--- src/pkg/watchdog_defs.svh ---
// register offsets, field positions, reset values and timing counts
// assumes inclusion by bare name from the package and the design files
`ifndef WATCHDOG_DEFS_SVH
`define WATCHDOG_DEFS_SVH

// ==========================================================
// register byte addresses on the APB
`define ADDR_CONFIG_FUSE_WORD     12'h000
`define ADDR_OPTION_TIMER_PRESC   12'h004
`define ADDR_WATCHDOG_CONTROL     12'h008
`define ADDR_SLEEP_STATUS         12'h00C
`define ADDR_CORE_EVENTS          12'h010

// ==========================================================
// reset values
`define RST_CONFIG_FUSE_WORD      8'h08
`define RST_OPTION_TIMER_PRESC    8'hFF
`define RST_WATCHDOG_CONTROL      8'h08

// ==========================================================
// field positions
`define CFG_WDT_EN_BIT            3
`define CFG_OSC_LSB               0
`define OPT_PSA_BIT               3
`define OPT_PS_LSB                0
`define WDC_SWEN_BIT              0
`define WDC_PS_LSB                1
`define WDC_MASK                  8'h1F
`define ST_PD_BIT                 0
`define ST_TO_BIT                 1
`define ST_ASLEEP_BIT             2
`define ST_OST_BIT                3
`define EV_CLEAR_WATCHDOG_INSTR_BIT             0
`define EV_SLEEP_BIT              1
`define EV_OSCFAIL_BIT            2

// ==========================================================
// timing
`define SLOW_OSC_HZ               31000
`define OST_PERIODS               1024
`define PS_CODE_MAX               4'hB
`define IRQ_VECTOR                13'h0004

`endif

--- src/pkg/watchdog_pkg.sv ---
// types shared by the watchdog sleep and wake control
// assumes the defs header sits on the include path
package watchdog_pkg;
   `include "watchdog_defs.svh"

   // ==========================================================
   // power state of the core
   typedef enum logic [1:0] {
      run_state,
      sleep_state,
      startup_state
   } power_state_type;

   // ==========================================================
   // system clock source coding in the fuse word
   typedef enum logic [2:0] {
      osc_lp,
      osc_xt,
      osc_hs,
      osc_ec,
      osc_intosc_io,
      osc_intosc,
      osc_rc_io,
      osc_rc
   } osc_mode_type;
endpackage

--- src/ripple_counter.sv ---
// watchdog ripple chain: 16-bit prescaler then optional 8-bit prescaler
// assumes slow_tick is a single-cycle enable from the pclk domain
`timescale 1ns/10ps
module ripple_counter
   import watchdog_pkg::*;
#(
   parameter int MAIN_W  = 16,
   parameter int SHARE_W = 8
) (
   input  wire logic             pclk,
   input  wire logic             presetn,
   input  wire logic             clear,
   input  wire logic             slow_tick,
   input  wire logic [3:0]       period_sel,
   input  wire logic             use_shared,
   input  wire logic [2:0]       shared_sel,
   output logic                  overflow
);

   logic [MAIN_W-1:0]  main_count;
   logic [SHARE_W-1:0] share_count;
   logic [MAIN_W-1:0]  next_main;
   logic               main_tap;
   logic               share_tap;
   logic [SHARE_W-1:0] next_share;

   // ==========================================================
   // main stage; tap doubles per code, 1:32 at code zero
   always_comb begin
      next_main = main_count + MAIN_W'(1);
      // a falling tap bit marks 2^(code+5) ticks and keeps the index inside 16 bits
      main_tap  = slow_tick && main_count[period_sel + 4'h4] && !next_main[period_sel + 4'h4];
      next_share = share_count + SHARE_W'(1);
      share_tap = main_tap && share_count[shared_sel] && !next_share[shared_sel];
   end

   // count chain, cleared as a whole
   always_ff @(posedge pclk or negedge presetn) begin
      if (!presetn) begin
         main_count  <= '0;
         share_count <= '0;
         overflow    <= 1'b0;
      end else if (clear) begin
         main_count  <= '0;
         share_count <= '0;
         overflow    <= 1'b0;
      end else begin
         if (slow_tick)
            main_count <= (main_tap) ? '0 : next_main;
         if (main_tap && use_shared)
            share_count <= share_tap ? '0 : next_share;
         overflow <= use_shared ? share_tap : main_tap;
      end
   end
endmodule

--- src/watchdog_sleep_wake_control.sv ---
// watchdog with period select plus sleep entry and wake-up control
// assumes core decode pulses and interrupt lines are on pclk; pins are not
//
// Contract
// - watchdog counts ticks of the slow 31 kHz internal oscillator only.
// - every reset returns watchdog control to 0x08, software enable clear.
// - start-up timer running holds the watchdog in reset.
// - fuse enable set keeps the watchdog running, software bit ignored.
// - fuse enable clear lets the software bit start and stop it.
// - period select bits 4..1 give 1:32 up to 1:65536; 1100-1111 reserved.
// - 16-bit prescaler, optionally followed by the shared 8-bit prescaler.
// - count cleared when disabled, on clear-watchdog, or oscillator failure.
// - crystal clocks hold watchdog clear until start-up ends after sleep.
// - sleep clears watchdog, clears power-down, sets time-out, stops oscillator.
// - watchdog reset is internal; the master clear pin is never driven.
// - master clear resets; watchdog or interrupt wake continues execution.
// - power-down set at power-up, cleared on sleep; time-out cleared on watchdog overflow.
// - enabled interrupt wakes regardless of global enable; vector if set.
// - pending enabled interrupt turns sleep into a no-operation.
// - interrupt during sleep lets sleep complete, then wakes at once.
// - watchdog and prescalers cleared on every wake-up.
// - sleep prefetches the instruction at the next program address.
// - crystal modes wait 1024 oscillator periods after wake; others skip.
// - only clockless peripheral interrupts may wake the device from sleep.
`timescale 1ns/10ps
`include "watchdog_defs.svh"
module watchdog_sleep_wake_control
   import watchdog_pkg::*;
#(
   parameter int CLK_HZ   = 20000000,
   parameter int OST_LEN  = `OST_PERIODS
) (
   input  wire logic        pclk,
   input  wire logic        presetn,
   input  wire logic        psel,
   input  wire logic        penable,
   input  wire logic        pwrite,
   input  wire logic [11:0] paddr,
   input  wire logic [31:0] pwdata,
   output logic [31:0]      prdata,
   output logic             pready,
   output logic             pslverr,
   input  wire logic        slow_osc_clk,
   input  wire logic        sys_osc_clk,
   input  wire logic        master_clear_pin_n,
   input  wire logic        clear_watchdog_instr,
   input  wire logic        sleep_instr,
   input  wire logic        osc_fail,
   input  wire logic [7:0]  irq_enable,
   input  wire logic [7:0]  irq_flag,
   input  wire logic [7:0]  irq_clockless,
   input  wire logic        global_irq_enable,
   input  wire logic [12:0] pc,
   output logic             watchdog_reset,
   output logic             time_out_flag,
   output logic             powerdown_flag,
   output logic             osc_driver_on,
   output logic             io_hold,
   output logic             core_stall,
   output logic             irq_vector_req,
   output logic [12:0]      prefetch_addr,
   output logic             master_clear_pin_oe
);

   logic [7:0]      config_fuse_word;
   logic [7:0]      option_timer_prescale;
   logic [7:0]      watchdog_control;
   power_state_type state;
   logic [2:0]      slow_sync;
   logic [2:0]      sys_sync;
   logic [1:0]      master_clear_pin_sync;
   logic [10:0]     ost_count;
   logic            ost_running;
   logic            fuse_watchdog_enable;
   logic            software_watchdog_enable;
   logic            wdt_enabled;
   logic            wdt_clear;
   logic            wdt_overflow;
   logic            slow_tick;
   logic            sys_tick;
   logic            crystal_mode;
   logic            wake_irq;
   logic            sleep_taken;
   logic            wake_event;
   logic            wr_en;
   logic            rd_en;
   logic [31:0]     next_rdata;
   logic            reg_sw_clear_watchdog_instr;
   logic            reg_sw_sleep;
   logic            reg_sw_oscfail;

   // ==========================================================
   // decoding helpers
   function automatic logic is_crystal(input logic [2:0] code);
      is_crystal = (code == 3'(osc_lp)) || (code == 3'(osc_xt)) || (code == 3'(osc_hs));
   endfunction

   function automatic logic [3:0] legal_period(input logic [3:0] code);
      // reserved codes fall back to the longest defined period
      legal_period = (code > `PS_CODE_MAX) ? `PS_CODE_MAX : code;
   endfunction

   // ==========================================================
   // pin and foreign clock synchronisers
   // slow oscillator time base
   always_ff @(posedge pclk or negedge presetn) begin
      if (!presetn) begin
         slow_sync <= 3'h0;
         sys_sync  <= 3'h0;
         master_clear_pin_sync <= 2'h0;
      end else begin
         slow_sync <= {slow_sync[1:0], slow_osc_clk};
         sys_sync  <= {sys_sync[1:0], sys_osc_clk};
         master_clear_pin_sync <= {master_clear_pin_sync[0], master_clear_pin_n};
      end
   end
   assign slow_tick = slow_sync[1] && !slow_sync[2];
   assign sys_tick  = sys_sync[1] && !sys_sync[2];

   // ==========================================================
   // enables and clears
   assign fuse_watchdog_enable     = config_fuse_word[`CFG_WDT_EN_BIT];
   assign software_watchdog_enable = watchdog_control[`WDC_SWEN_BIT];
   assign crystal_mode = is_crystal(config_fuse_word[`CFG_OSC_LSB +: 3]);
   assign wdt_enabled = fuse_watchdog_enable || software_watchdog_enable;
   assign wake_irq = |(irq_enable & irq_flag & irq_clockless);
   // pending interrupt makes sleep a no-op
   assign sleep_taken = (sleep_instr || reg_sw_sleep) && (state == run_state)
                        && !(|(irq_enable & irq_flag));
   assign wake_event = (state == sleep_state) && (wake_irq || wdt_overflow);
   assign wdt_clear = !wdt_enabled || clear_watchdog_instr || reg_sw_clear_watchdog_instr
                      || osc_fail || reg_sw_oscfail || ost_running
                      || sleep_taken || wake_event;

   // ==========================================================
   // watchdog count chain
   // period select
   ripple_counter #(
      .MAIN_W  (16),
      .SHARE_W (8)
   ) u_chain (
      .pclk       (pclk),
      .presetn    (presetn),
      .clear      (wdt_clear),
      .slow_tick  (slow_tick),
      .period_sel (legal_period(watchdog_control[`WDC_PS_LSB +: 4])),
      .use_shared (option_timer_prescale[`OPT_PSA_BIT]),
      .shared_sel (option_timer_prescale[`OPT_PS_LSB +: 3]),
      .overflow   (wdt_overflow)
   );

   // ==========================================================
   // power state machine
   always_ff @(posedge pclk or negedge presetn) begin
      if (!presetn) begin
         state     <= run_state;
         ost_count <= 11'h000;
      end else if (!master_clear_pin_sync[1]) begin
         state     <= run_state;
         ost_count <= 11'h000;
      end else begin
         unique case (state)
            run_state: begin
               if (sleep_taken)
                  state <= sleep_state;
            end
            sleep_state: begin
               // start-up delay in crystal modes only
               if (wake_event) begin
                  state     <= crystal_mode ? startup_state : run_state;
                  ost_count <= 11'h000;
               end
            end
            startup_state: begin
               if (sys_tick)
                  ost_count <= ost_count + 11'h001;
               if (sys_tick && ost_count == 11'(OST_LEN - 1))
                  state <= run_state;
            end
         endcase
      end
   end
   assign ost_running = (state == startup_state);

   // ==========================================================
   // status flags and core-facing outputs
   always_ff @(posedge pclk or negedge presetn) begin
      if (!presetn) begin
         powerdown_flag <= 1'b1;
         time_out_flag  <= 1'b1;
      end else if (sleep_taken) begin
         powerdown_flag <= 1'b0;
         time_out_flag  <= 1'b1;
      end else if (wdt_overflow && state != startup_state) begin
         time_out_flag <= 1'b0;
      end
   end

   // outputs registered; wake continues execution rather than resetting
   always_ff @(posedge pclk or negedge presetn) begin
      if (!presetn) begin
         watchdog_reset      <= 1'b0;
         osc_driver_on       <= 1'b1;
         io_hold             <= 1'b0;
         core_stall          <= 1'b0;
         irq_vector_req      <= 1'b0;
         prefetch_addr       <= 13'h0000;
         master_clear_pin_oe <= 1'b0;
      end else begin
         watchdog_reset <= wdt_overflow && state == run_state;
         osc_driver_on  <= !(state == sleep_state || sleep_taken) || wake_event;
         io_hold        <= (state == sleep_state || sleep_taken) && !wake_event;
         core_stall     <= (state != run_state || sleep_taken);
         // vector after next instruction only with global enable
         irq_vector_req <= wake_event && wake_irq && global_irq_enable;
         if (sleep_taken)
            prefetch_addr <= pc + 13'h0001;
         master_clear_pin_oe <= 1'b0;
      end
   end

   // ==========================================================
   // APB slave, zero wait states
   assign wr_en = psel && penable && pwrite;
   assign rd_en = psel && !penable && !pwrite;

   always_comb begin
      next_rdata = 32'h0000_0000;
      unique case (paddr)
         `ADDR_CONFIG_FUSE_WORD:   next_rdata[7:0] = config_fuse_word;
         `ADDR_OPTION_TIMER_PRESC: next_rdata[7:0] = option_timer_prescale;
         `ADDR_WATCHDOG_CONTROL:   next_rdata[7:0] = watchdog_control;
         `ADDR_SLEEP_STATUS: begin
            next_rdata[`ST_PD_BIT]     = powerdown_flag;
            next_rdata[`ST_TO_BIT]     = time_out_flag;
            next_rdata[`ST_ASLEEP_BIT] = (state == sleep_state);
            next_rdata[`ST_OST_BIT]    = ost_running;
         end
         default: next_rdata = 32'h0000_0000;
      endcase
   end

   // read data latched in setup so it stands through the access phase
   always_ff @(posedge pclk or negedge presetn) begin
      if (!presetn) begin
         prdata  <= 32'h0000_0000;
         pready  <= 1'b0;
         pslverr <= 1'b0;
      end else begin
         if (rd_en)
            prdata <= next_rdata;
         pready  <= psel && !penable;
         pslverr <= psel && !penable && !(paddr == `ADDR_CONFIG_FUSE_WORD
                    || paddr == `ADDR_OPTION_TIMER_PRESC || paddr == `ADDR_WATCHDOG_CONTROL
                    || paddr == `ADDR_SLEEP_STATUS || paddr == `ADDR_CORE_EVENTS);
      end
   end

   // writable registers
   always_ff @(posedge pclk or negedge presetn) begin
      if (!presetn) begin
         config_fuse_word      <= `RST_CONFIG_FUSE_WORD;
         option_timer_prescale <= `RST_OPTION_TIMER_PRESC;
         watchdog_control      <= `RST_WATCHDOG_CONTROL;
      end else if (!master_clear_pin_sync[1] || watchdog_reset) begin
         watchdog_control      <= `RST_WATCHDOG_CONTROL;
         option_timer_prescale <= `RST_OPTION_TIMER_PRESC;
      end else if (wr_en) begin
         if (paddr == `ADDR_CONFIG_FUSE_WORD)
            config_fuse_word <= pwdata[7:0];
         if (paddr == `ADDR_OPTION_TIMER_PRESC)
            option_timer_prescale <= pwdata[7:0];
         if (paddr == `ADDR_WATCHDOG_CONTROL)
            watchdog_control <= pwdata[7:0] & `WDC_MASK;
      end
   end

   // software event strobes, one cycle each
   always_ff @(posedge pclk or negedge presetn) begin
      if (!presetn) begin
         reg_sw_clear_watchdog_instr  <= 1'b0;
         reg_sw_sleep   <= 1'b0;
         reg_sw_oscfail <= 1'b0;
      end else begin
         reg_sw_clear_watchdog_instr  <= wr_en && paddr == `ADDR_CORE_EVENTS && pwdata[`EV_CLEAR_WATCHDOG_INSTR_BIT];
         reg_sw_sleep   <= wr_en && paddr == `ADDR_CORE_EVENTS && pwdata[`EV_SLEEP_BIT];
         reg_sw_oscfail <= wr_en && paddr == `ADDR_CORE_EVENTS && pwdata[`EV_OSCFAIL_BIT];
      end
   end
endmodule

--- config.mk ---
export PLATFORM = sky130hd
export DESIGN_NAME = watchdog_sleep_wake_control
export DESIGN_NICKNAME = d
export VERILOG_FILES = /design/src/pkg/watchdog_pkg.sv /design/src/ripple_counter.sv /design/src/watchdog_sleep_wake_control.sv
export VERILOG_INCLUDE_DIRS = /design/src /design/src/pkg
export SDC_FILE = /design/constraint.sdc
export NUM_CORES = 1
export LEC_CHECK = 0
export BUFFER_PORTS_ARGS = -buffer_cell sky130_fd_sc_hd__clkbuf_2
export CAP_MARGIN = 20
export CORE_MARGIN = 2
export CORE_UTILIZATION = 58
export CTS_CLUSTER_SIZE = 30
export DETAILED_ROUTE_END_ITERATION = 7
export PLACE_DENSITY_LB_ADDON = 0.08
export SETUP_SLACK_MARGIN = 0.02
export SLEW_MARGIN = 10
export SYNTH_ARGS = -nofsm -noshare
export SYNTH_HDL_FRONTEND = slang
export SYNTH_SLANG_ARGS = --single-unit
--- constraint.sdc ---
create_clock -name pclk -period 4.5 [get_ports pclk]
set_input_delay 0.675 -clock pclk [delete_from_list [all_inputs] [get_ports pclk]]
set_output_delay 0.675 -clock pclk [all_outputs]
set_load 0.03 [all_outputs]
==> summary.txt, run 1 <==
Worst setup path
  – Crit Path Class: reg2reg
  – Crit path cell chain: a21oi_1, a2111oi_0, nor3_1, a31oi_1, o211ai_2, o21ai_1, nor2_1
  – CP max stage delay: 840 ps
  – Maximum fanout along the worst path: 17
  – Critical Path End Type: register
  – Critical Path RT: between 4000 and 5000 ps
  – CP startpoint kind: register
  – Worst path slowest cell: o21ai_1
  – WP data arrival: between 3000 and 4000 ps

Timing
  – Slew Viols, Final: 0
  – Fin Setup TNS: 0 ps
  – Final min period: just over 3000 ps
  – Setup WS post-layout: roughly 1400 ps
  – Worst-margin pin slew: around 940 ps
  – RSZ-0062 raised after global routing: false
  – Final Skew: between 15 and 20 ps
  – Final Hold Vio Count: 0
  – Post-route clock period utilization: around two thirds
  – Fmax: 0.324 GHz
  – Max-slew headroom: a little under two fifths
  – Final setup viols: 0

Placed design
  – Post-detail-place hpwl: between 9000 and 10000 um
  – Cell Count Post-Placement: between 800 and 900
  – DP Worst Slack: approximately 1400 ps
  – Port Buffers: between 90 and 100
  – RePlAce Congestion: between 0.8 and 0.9

Outcome
  – Status: finished, final reports clean

Global route
  – Gr usage total: around 25%
  – Largest net degree at the start of global routing: 74
  – Vias in the first global route: 4363
  – Initial antenna violation count: 0
  – Remaining global-route overflow: 0
  – Global-route wire length before repair: ~21000 um

Logic synthesis
  – Seq/Total Area, Yosys: between 40% and 50%
  – Avg Cell Area, Syn: around 9.3 um2
  – Largest family of logic cells by synthesized area: simple AND/OR/NAND/NOR gates
  – Area share of fa/ha/maj cells after synthesis: under 10%
  – Post-synthesis xor/xnor area fraction: around 3.8%
  – Syn Std Cell Area: 5740 um2
  – Post-synth top area share: between 30% and 40%
  – Yosys cell types: a little over 70
  – Post-synth EDFFs: 0
  – Post-synthesis mux area share: around 7.7%
  – Top FF cell, synth: dfrtp_1
  – Async S/R FF share, synth: 100%
  – Compound-gate portion of the synthesized area: roughly 15%
  – Yosys Warn Count: 0
  – Dominant cells by area after synthesis: dfrtp_1 38%, dfstp_2 6.0%, nand2_1 4.1%, buf_4 3.4%, nor2_1 3.4%
  – FF+latch count, synth: 100
  – Syn Inst Count: roughly 620
  – Simple-Gate Fraction of Synth Area: roughly 20%
  – Dominant cell type by area after synthesis: dfrtp_1

Finish
  – Multi-input gate area: slightly below 3000 um2
  – Commonest non-fill, non-tap cell in the layout: clkbuf_2
  – Utilization after layout: between 60% and 70%
  – Sequential cell area: between 2000 and 3000 um2
  – Fillers: about 790
  – Final Non-Filler Cells: 833
  – Share of layout cells above drive strength 1: between 20% and 30%
  – Most frequent cells in the layout: 97 x clkbuf_2, 87 x dfrtp_1, 63 x nand2_1, 52 x nor2_1, 32 x o21ai_0
  – Area grow syn2layout: 11.6%
  – # diodes: 0
  – Fin nets: just under 800

Routing
  – Total routed wirelength: between 10000 and 15000 um
  – 1st-iter DRT viols: about 360
  – DR vias/cell: ~5.8
  – WL/cell: approximately 16 um
  – # DRC: 0
  – First drt pass iteration count: 4
  – DR vias: approximately 4800
  – ANT nets after route: 0

Flow run
  – MaxCap Viol Count: 0

Floorplan
  – Starting Density: around three fifths
  – Row count: 36
  – Die X: between 100 and 150 um
  – Chip Height: about 100 um
  – Die area: about 11000 um2
  – IO Count: roughly 150
  – Core area: 9680 um2

Clock network
  – Clock transition at path regs: 110 ps
  – TritonCTS Buffers: 9
  – CTS tree: yes
  – Clock buffer depth: 2
  – Root buf cell: clkbuf_8
  – Hold Buf Count CTS: 0
  – Post-CTS setup buffer count: 0
  – Cts repair resizes: 0
  – Clock latency on the worst-skew pair: 380 ps
  – Clock Sinks: 100
  – Htree depth: 3

Hold path
  – Hold WC Path Type: reg2reg

Power
  – Maximum vdd drop: 0.285 mV
  – Logic pwr share: 24.6%
  – Sequential share of power: 47.5%
  – Pwr dens: roughly 340 nW/um2
  – Internal Power: roughly 1.4 mW
  – P_leak: 2.78 nW
  – Clock power frac: ~28%
  – Psw: roughly 0.75 mW
  – Switching Fraction: between 30% and 40%
## layer usage
| layer | wire length [um] | share of wire [%] | vias up | GRT usage, % |
|---|---|---|---|---|
| li1 | - | - | 2300 | - |
| met1 | 6000 | 45 | 2320 | 35.9 |
| met2 | 6250 | 47 | 159 | 39.6 |
| met3 | 891 | 6.7 | 15 | 5.85 |
| met4 | 148 | 1.1 | 0 | 7.09 |
| met5 | 0 | 0 | - | 0 |
## through the flow
stage          total power [mW]  instance area (um2)  hold WS (ps)
4_1_cts                    2.20                 6400           358
2_1_floorplan              1.41                 5830           331
5_1_grt                    2.30                 6400           372
6_report                   2.18                 6400           355
3_5_place_dp               1.59                 6200           335
3_3_place_gp               1.58                 6200           332
## logic make-up after synthesis
group                      count (synthesis)
muxes                                     36
xor gates and xnor gates                  25
other                                      1
buffers and inverters                     82
AOI/OAI and AO/OA                        135
adders and majority gates                  7
DFF                                      100
and+or+nand+nor                          229
## flip-flops by register name, summed over array words and instances, names as in the netlist, 2 cells and up
| register | cells |
|---|---|
| config_fuse_word | 8 |
| master_clear_pin_sync | 2 |
| option_timer_prescale | 8 |
| ost_count | 11 |
| prdata | 8 |
| prefetch_addr | 13 |
| slow_sync | 3 |
| state | 2 |
| sys_sync | 3 |
| u_chain.main_count | 16 |
| u_chain.share_count | 8 |
| watchdog_control | 5 |
## power by group through the flow
stage          clock (mW)  sequential [mW]  combinational (mW)
2_1_floorplan           0             1.20               0.215
4_1_cts             0.619             1.04               0.540
3_3_place_gp            0             1.05               0.528
3_5_place_dp            0             1.05               0.541
5_1_grt             0.663             1.05               0.587
6_report            0.608             1.04               0.535
## path summary, 6_finish.rpt
| check | from | to | slack (ps) | cells past startpoint |
|---|---|---|---|---|
| max | watchdog_control[1]$_DFFE_PN0P_ | u_chain.main_count[9]$_DFFE_PN0P_ | 1410 | 7 |
| min | slow_sync[0]$_DFF_PN0_ | slow_sync[1]$_DFF_PN0_ | 350 | 0 |
| max reg2reg | watchdog_control[1]$_DFFE_PN0P_ | u_chain.main_count[9]$_DFFE_PN0P_ | 1410 | 7 |
| min reg2reg | slow_sync[0]$_DFF_PN0_ | slow_sync[1]$_DFF_PN0_ | 350 | 0 |
| max in group asynchronous | presetn | u_chain.main_count[15]$_DFFE_PN0P_ | 3150 | 2 |
| min in group asynchronous | presetn | u_chain.main_count[11]$_DFFE_PN0P_ | 410 | 1 |
## critical path: cells and delay by family (launching register included)
family,cells,cell delay [ps]
and+or+nand+nor,2,250
AOI/OAI and AO/OA,5,1940
DFF,1,720
## Yosys cell counts, types with 7 or more instances
cell type	n
xnor2_1	9
nand3_1	23
o21ai_0	32
and2_1	7
mux2i_1	18
or3_1	10
mux2_2	13
a21oi_1	28
dfrtp_1	87
nand2b_1	10
nor2_1	52
ha_1	7
xor2_1	16
buf_2	12
nand2_1	63
buf_4	26
clkbuf_1	19
dfstp_2	13
nor2b_1	7
nor3_1	12
a31oi_1	18
and3_1	12
inv_1	23
## final cells by class
cell class                 count  area share [%]
clock inverter                 5            1.02
timing repair buffer         103            8.29
inverter                      24            1.41
multi-input combinational    457            45.1
clock buffer                  11            2.21
sequential                   100            39.3
tap                          133            2.60
(Power assumes the default switching activity.)
==> run 2: changes to the inputs <==
--- a/config.mk
+++ b/config.mk
@@ -9,7 +9,7 @@
 export BUFFER_PORTS_ARGS = -buffer_cell sky130_fd_sc_hd__clkbuf_2
 export CAP_MARGIN = 20
 export CORE_MARGIN = 2
-export CORE_UTILIZATION = 58
+export CORE_UTILIZATION = 48
 export CTS_CLUSTER_SIZE = 30
 export DETAILED_ROUTE_END_ITERATION = 7
 export PLACE_DENSITY_LB_ADDON = 0.08
==> constraint.sdc (replaced) <==
create_clock -name pclk -period 2.5 [get_ports pclk]
set_input_delay 0.375 -clock pclk [delete_from_list [all_inputs] [get_ports pclk]]
set_output_delay 0.375 -clock pclk [all_outputs]
set_load 0.03 [all_outputs]
==> run 2 against run 1 <==
Effect of this change:
- die area up 20%
- sequential cell count unchanged
- worst setup slack worse by 1400 ps
- clock-buffer cell count up 4
- largest power group unchanged
- register-to-register slack worse by 1400 ps
- wire length up 8.1%
- non-clock buffer count up 44
- clock power up 130%
- design area up 9.2%
- clock skew down 10 ps
==> summary.txt, run 2 (synthesis gave the netlist of run 1 again) <==
Timing
  – Final setup viols: 0 (unchanged)
  – Post-route clock period utilization: 98.7% (was 68.7%)
  – Final Hold Vio Count: 0 (unchanged)
  – Final min period: 2470 ps (was 3090 ps)
  – Worst-margin pin slew: 635 ps (was 945 ps)
  – Slew Viols, Final: 0 (unchanged)
  – RSZ-0062 raised after global routing: true (was false)
  – Fin Hold WS: 126 ps (was 355 ps)
  – Max-slew headroom: 57.2% (was 36.9%)
  – Final Skew: 6.10 ps (was 16.1 ps)
  – Fmax: 0.405 GHz (was 0.324 GHz)

Placed design
  – Area post-placement: 6500 um2 (was 6200 um2)
  – RePlAce Congestion: 0.883 (was 0.882)
  – Port Buffers: 98 (unchanged)
  – Post-detail-place hpwl: 10400 um (was 9770 um)

Routing
  – WL/cell: 16.2 um (was 15.9 um)
  – First drt pass iteration count: 5 (was 4)
  – 1st-iter DRT viols: 352 (was 364)
  – DR vias: 5019 (was 4794)
  – Total routed wirelength: 14400 um (was 13300 um)
  – ANT nets after route: 0 (unchanged)
  – # DRC: 0 (unchanged)
  – DR vias/cell: 5.65 (was 5.76)

Hold path
  – Hold WC Path Type: in2reg (was reg2reg)

Worst setup path
  – Maximum fanout along the worst path: 5 (was 17)
  – WP data arrival: 2740 ps (was 3320 ps)
  – Critical Path RT: 2770 ps (was 4730 ps)
  – Crit path cell chain: ha_2, and3_4, xnor2_1, a221oi_2, buf_4, o311ai_4, or3_1, or3_1, a31oi_1 (was a21oi_1, a2111oi_0, nor3_1, a31oi_1, o211ai_2, o21ai_1, nor2_1)
  – FF-to-FF setup slack: 30 ps (was 1410 ps)
  – Crit-path leading delay family: simple AND/OR/NAND/NOR gates (was compound AO/OA/AOI/OAI gates)
  – Top cell by count, worst path: or3_1
  – CP max stage delay: 400 ps (was 840 ps)
  – CP Buf/Inv Count: 1 (was 0)
  – Worst path slowest cell: dfrtp_1 (was o21ai_1)
  – Critical Path End Type: register (unchanged)
  – CP startpoint kind: register (unchanged)
  – Crit Path Class: reg2reg (unchanged)

Finish
  – Finished Cell Area: 6990 um2 (was 6400 um2)
  – Commonest non-fill, non-tap cell in the layout: clkbuf_2 (unchanged)
  – Most frequent cells in the layout: 97 x clkbuf_2, 83 x dfrtp_1, 63 x nand2_1, 51 x nor2_1, 45 x buf_4 (was 97 x clkbuf_2, 87 x dfrtp_1, 63 x nand2_1, 52 x nor2_1, 32 x o21ai_0)
  – Share of layout cells above drive strength 1: 29.7% (was 23.7%)
  – Max reg flops: 16 (unchanged)
  – Fillers: 993 (was 785)
  – Fin nets: 840 (was 795)
  – Top reg by flops: u_chain.main_count (unchanged)
  – Biggest regs: u_chain.main_count: 16 flops, prefetch_addr: 13 flops, ost_count: 11 flops (unchanged)
  – Area grow syn2layout: 21.9% (was 11.6%)

Power
  – Power, Total: 4.27 mW (was 2.18 mW)
  – P_leak: 3.08 nW (was 2.78 nW)
  – Pwr dens: 611 nW/um2 (was 340 nW/um2)
  – Maximum vdd drop: 0.712 mV (was 0.285 mV)

Global route
  – Global Route met2 Usage: 36.1% (was 39.6%)
  – Largest net degree at the start of global routing: 55 (was 74)
  – Global-route wire length before repair: 23600 um (was 21100 um)
  – Gr usage total: 23.1% (was 25.4%)
  – Most used routing layer: met2 (unchanged)
  – Vias in the first global route: 4815 (was 4363)
  – Initial antenna violation count: 1 (was 0)
  – Met1 Track Usage GR: 31.5% (was 35.9%)
  – Met3 Resource Use GR: 6.80% (was 5.85%)
  – Remaining global-route overflow: 0 (unchanged)

Clock network
  – TritonCTS Buffers: 9 (unchanged)
  – Root buf cell: clkbuf_16 (was clkbuf_8)
  – Clock latency on the worst-skew pair: 350 ps (was 380 ps)
  – CTS tree: yes (unchanged)
  – Clock buffer depth: 2 (unchanged)
  – Clock Sinks: 100 (unchanged)
  – Htree depth: 3 (unchanged)
  – Clock transition at path regs: 70 ps (was 110 ps)

Floorplan
  – Starting Density: 49.8% (was 59.2%)
  – Core area: 11500 um2 (was 9680 um2)
  – Row count: 39 (was 36)
  – Die area: 12800 um2 (was 10700 um2)
  – Die X: 113 um (was 103 um)
  – Chip Height: 113 um (was 103 um)
  – IO Count: 148 (unchanged)

Outcome
  – Status: finished, final reports clean (unchanged)

Flow run
  – MaxCap Viol Count: 0 (unchanged)
-- run 2: path summary, 6_finish.rpt --
kind,start,end,cells past startpoint
max in group asynchronous,presetn,option_timer_prescale[1]$_DFFE_PN1P_,3
worst min-delay path,slow_osc_clk,slow_sync[0]$_DFF_PN0_,1
worst max-delay path,u_chain.share_count[0]$_DFFE_PN0P_,u_chain.share_count[6]$_DFFE_PN0P_,9
min in group asynchronous,presetn,slow_sync[2]$_DFF_PN0_,2
worst min register to register,master_clear_pin_sync[0]$_DFF_PN0_,master_clear_pin_sync[1]$_DFF_PN0_,0
worst max register to register,u_chain.share_count[0]$_DFFE_PN0P_,u_chain.share_count[6]$_DFFE_PN0P_,9
-- run 2: layer usage --
| metal | routed length (um) | vias to the layer above | part of all wire (%) |
|---|---|---|---|
| met3 | 992 | 18 | 6.9 |
| met5 | 0 | - | 0 |
| met1 | 6570 | 2419 | 46 |
| met4 | 176 | 0 | 1.2 |
| met2 | 6620 | 179 | 46 |
| li1 | - | 2403 | - |
-- run 2: power by group --
group,switching (mW),leakage (nW),total (mW),internal [mW]
combinational,0.664,1.65,0.983,0.319
sequential,0.0871,1.29,1.87,1.78
clock,0.588,0.144,1.42,0.833
-- run 2: final cells by class --
| cell class | count | area (um2) | area share [%] |
|---|---|---|---|
| Clock buffer | 15 | 268 | 3.83 |
| Antenna cell | 1 | 2.50 | 0.0358 |
| Inverter | 24 | 90.1 | 1.29 |
| Timing Repair Buffer | 147 | 890 | 12.7 |
| Clock inverter | 1 | 30.0 | 0.429 |
| Sequential cell | 100 | 2520 | 36.1 |
| Tap cell | 143 | 179 | 2.56 |
| Multi-Input combinational cell | 458 | 3010 | 43.0 |
-- run 2: repair_timing --
action	CTS	global route
resized for setup	3	20
cloned	0	1
pin swaps	1	6
setup buffers	2	6
hold endpoints to repair	18	0
hold buffers	1	0
setup endpoints to repair	9	26
-- run 2: through the flow --
step | std cells | utilization (%) | setup slack [ps] | TNS, ps
final | 889 | 60.7 | 31.4 | 0
after global routing | 889 | 60.7 | -76.4 | -338
after CTS | 881 | 59.5 | 16.0 | 0
after detailed placement | 862 | 56.4 | -31.7 | -101
after global placement | 862 | 56.4 | 16.3 | 0
after floorplan | 639 | - | 242 | 0
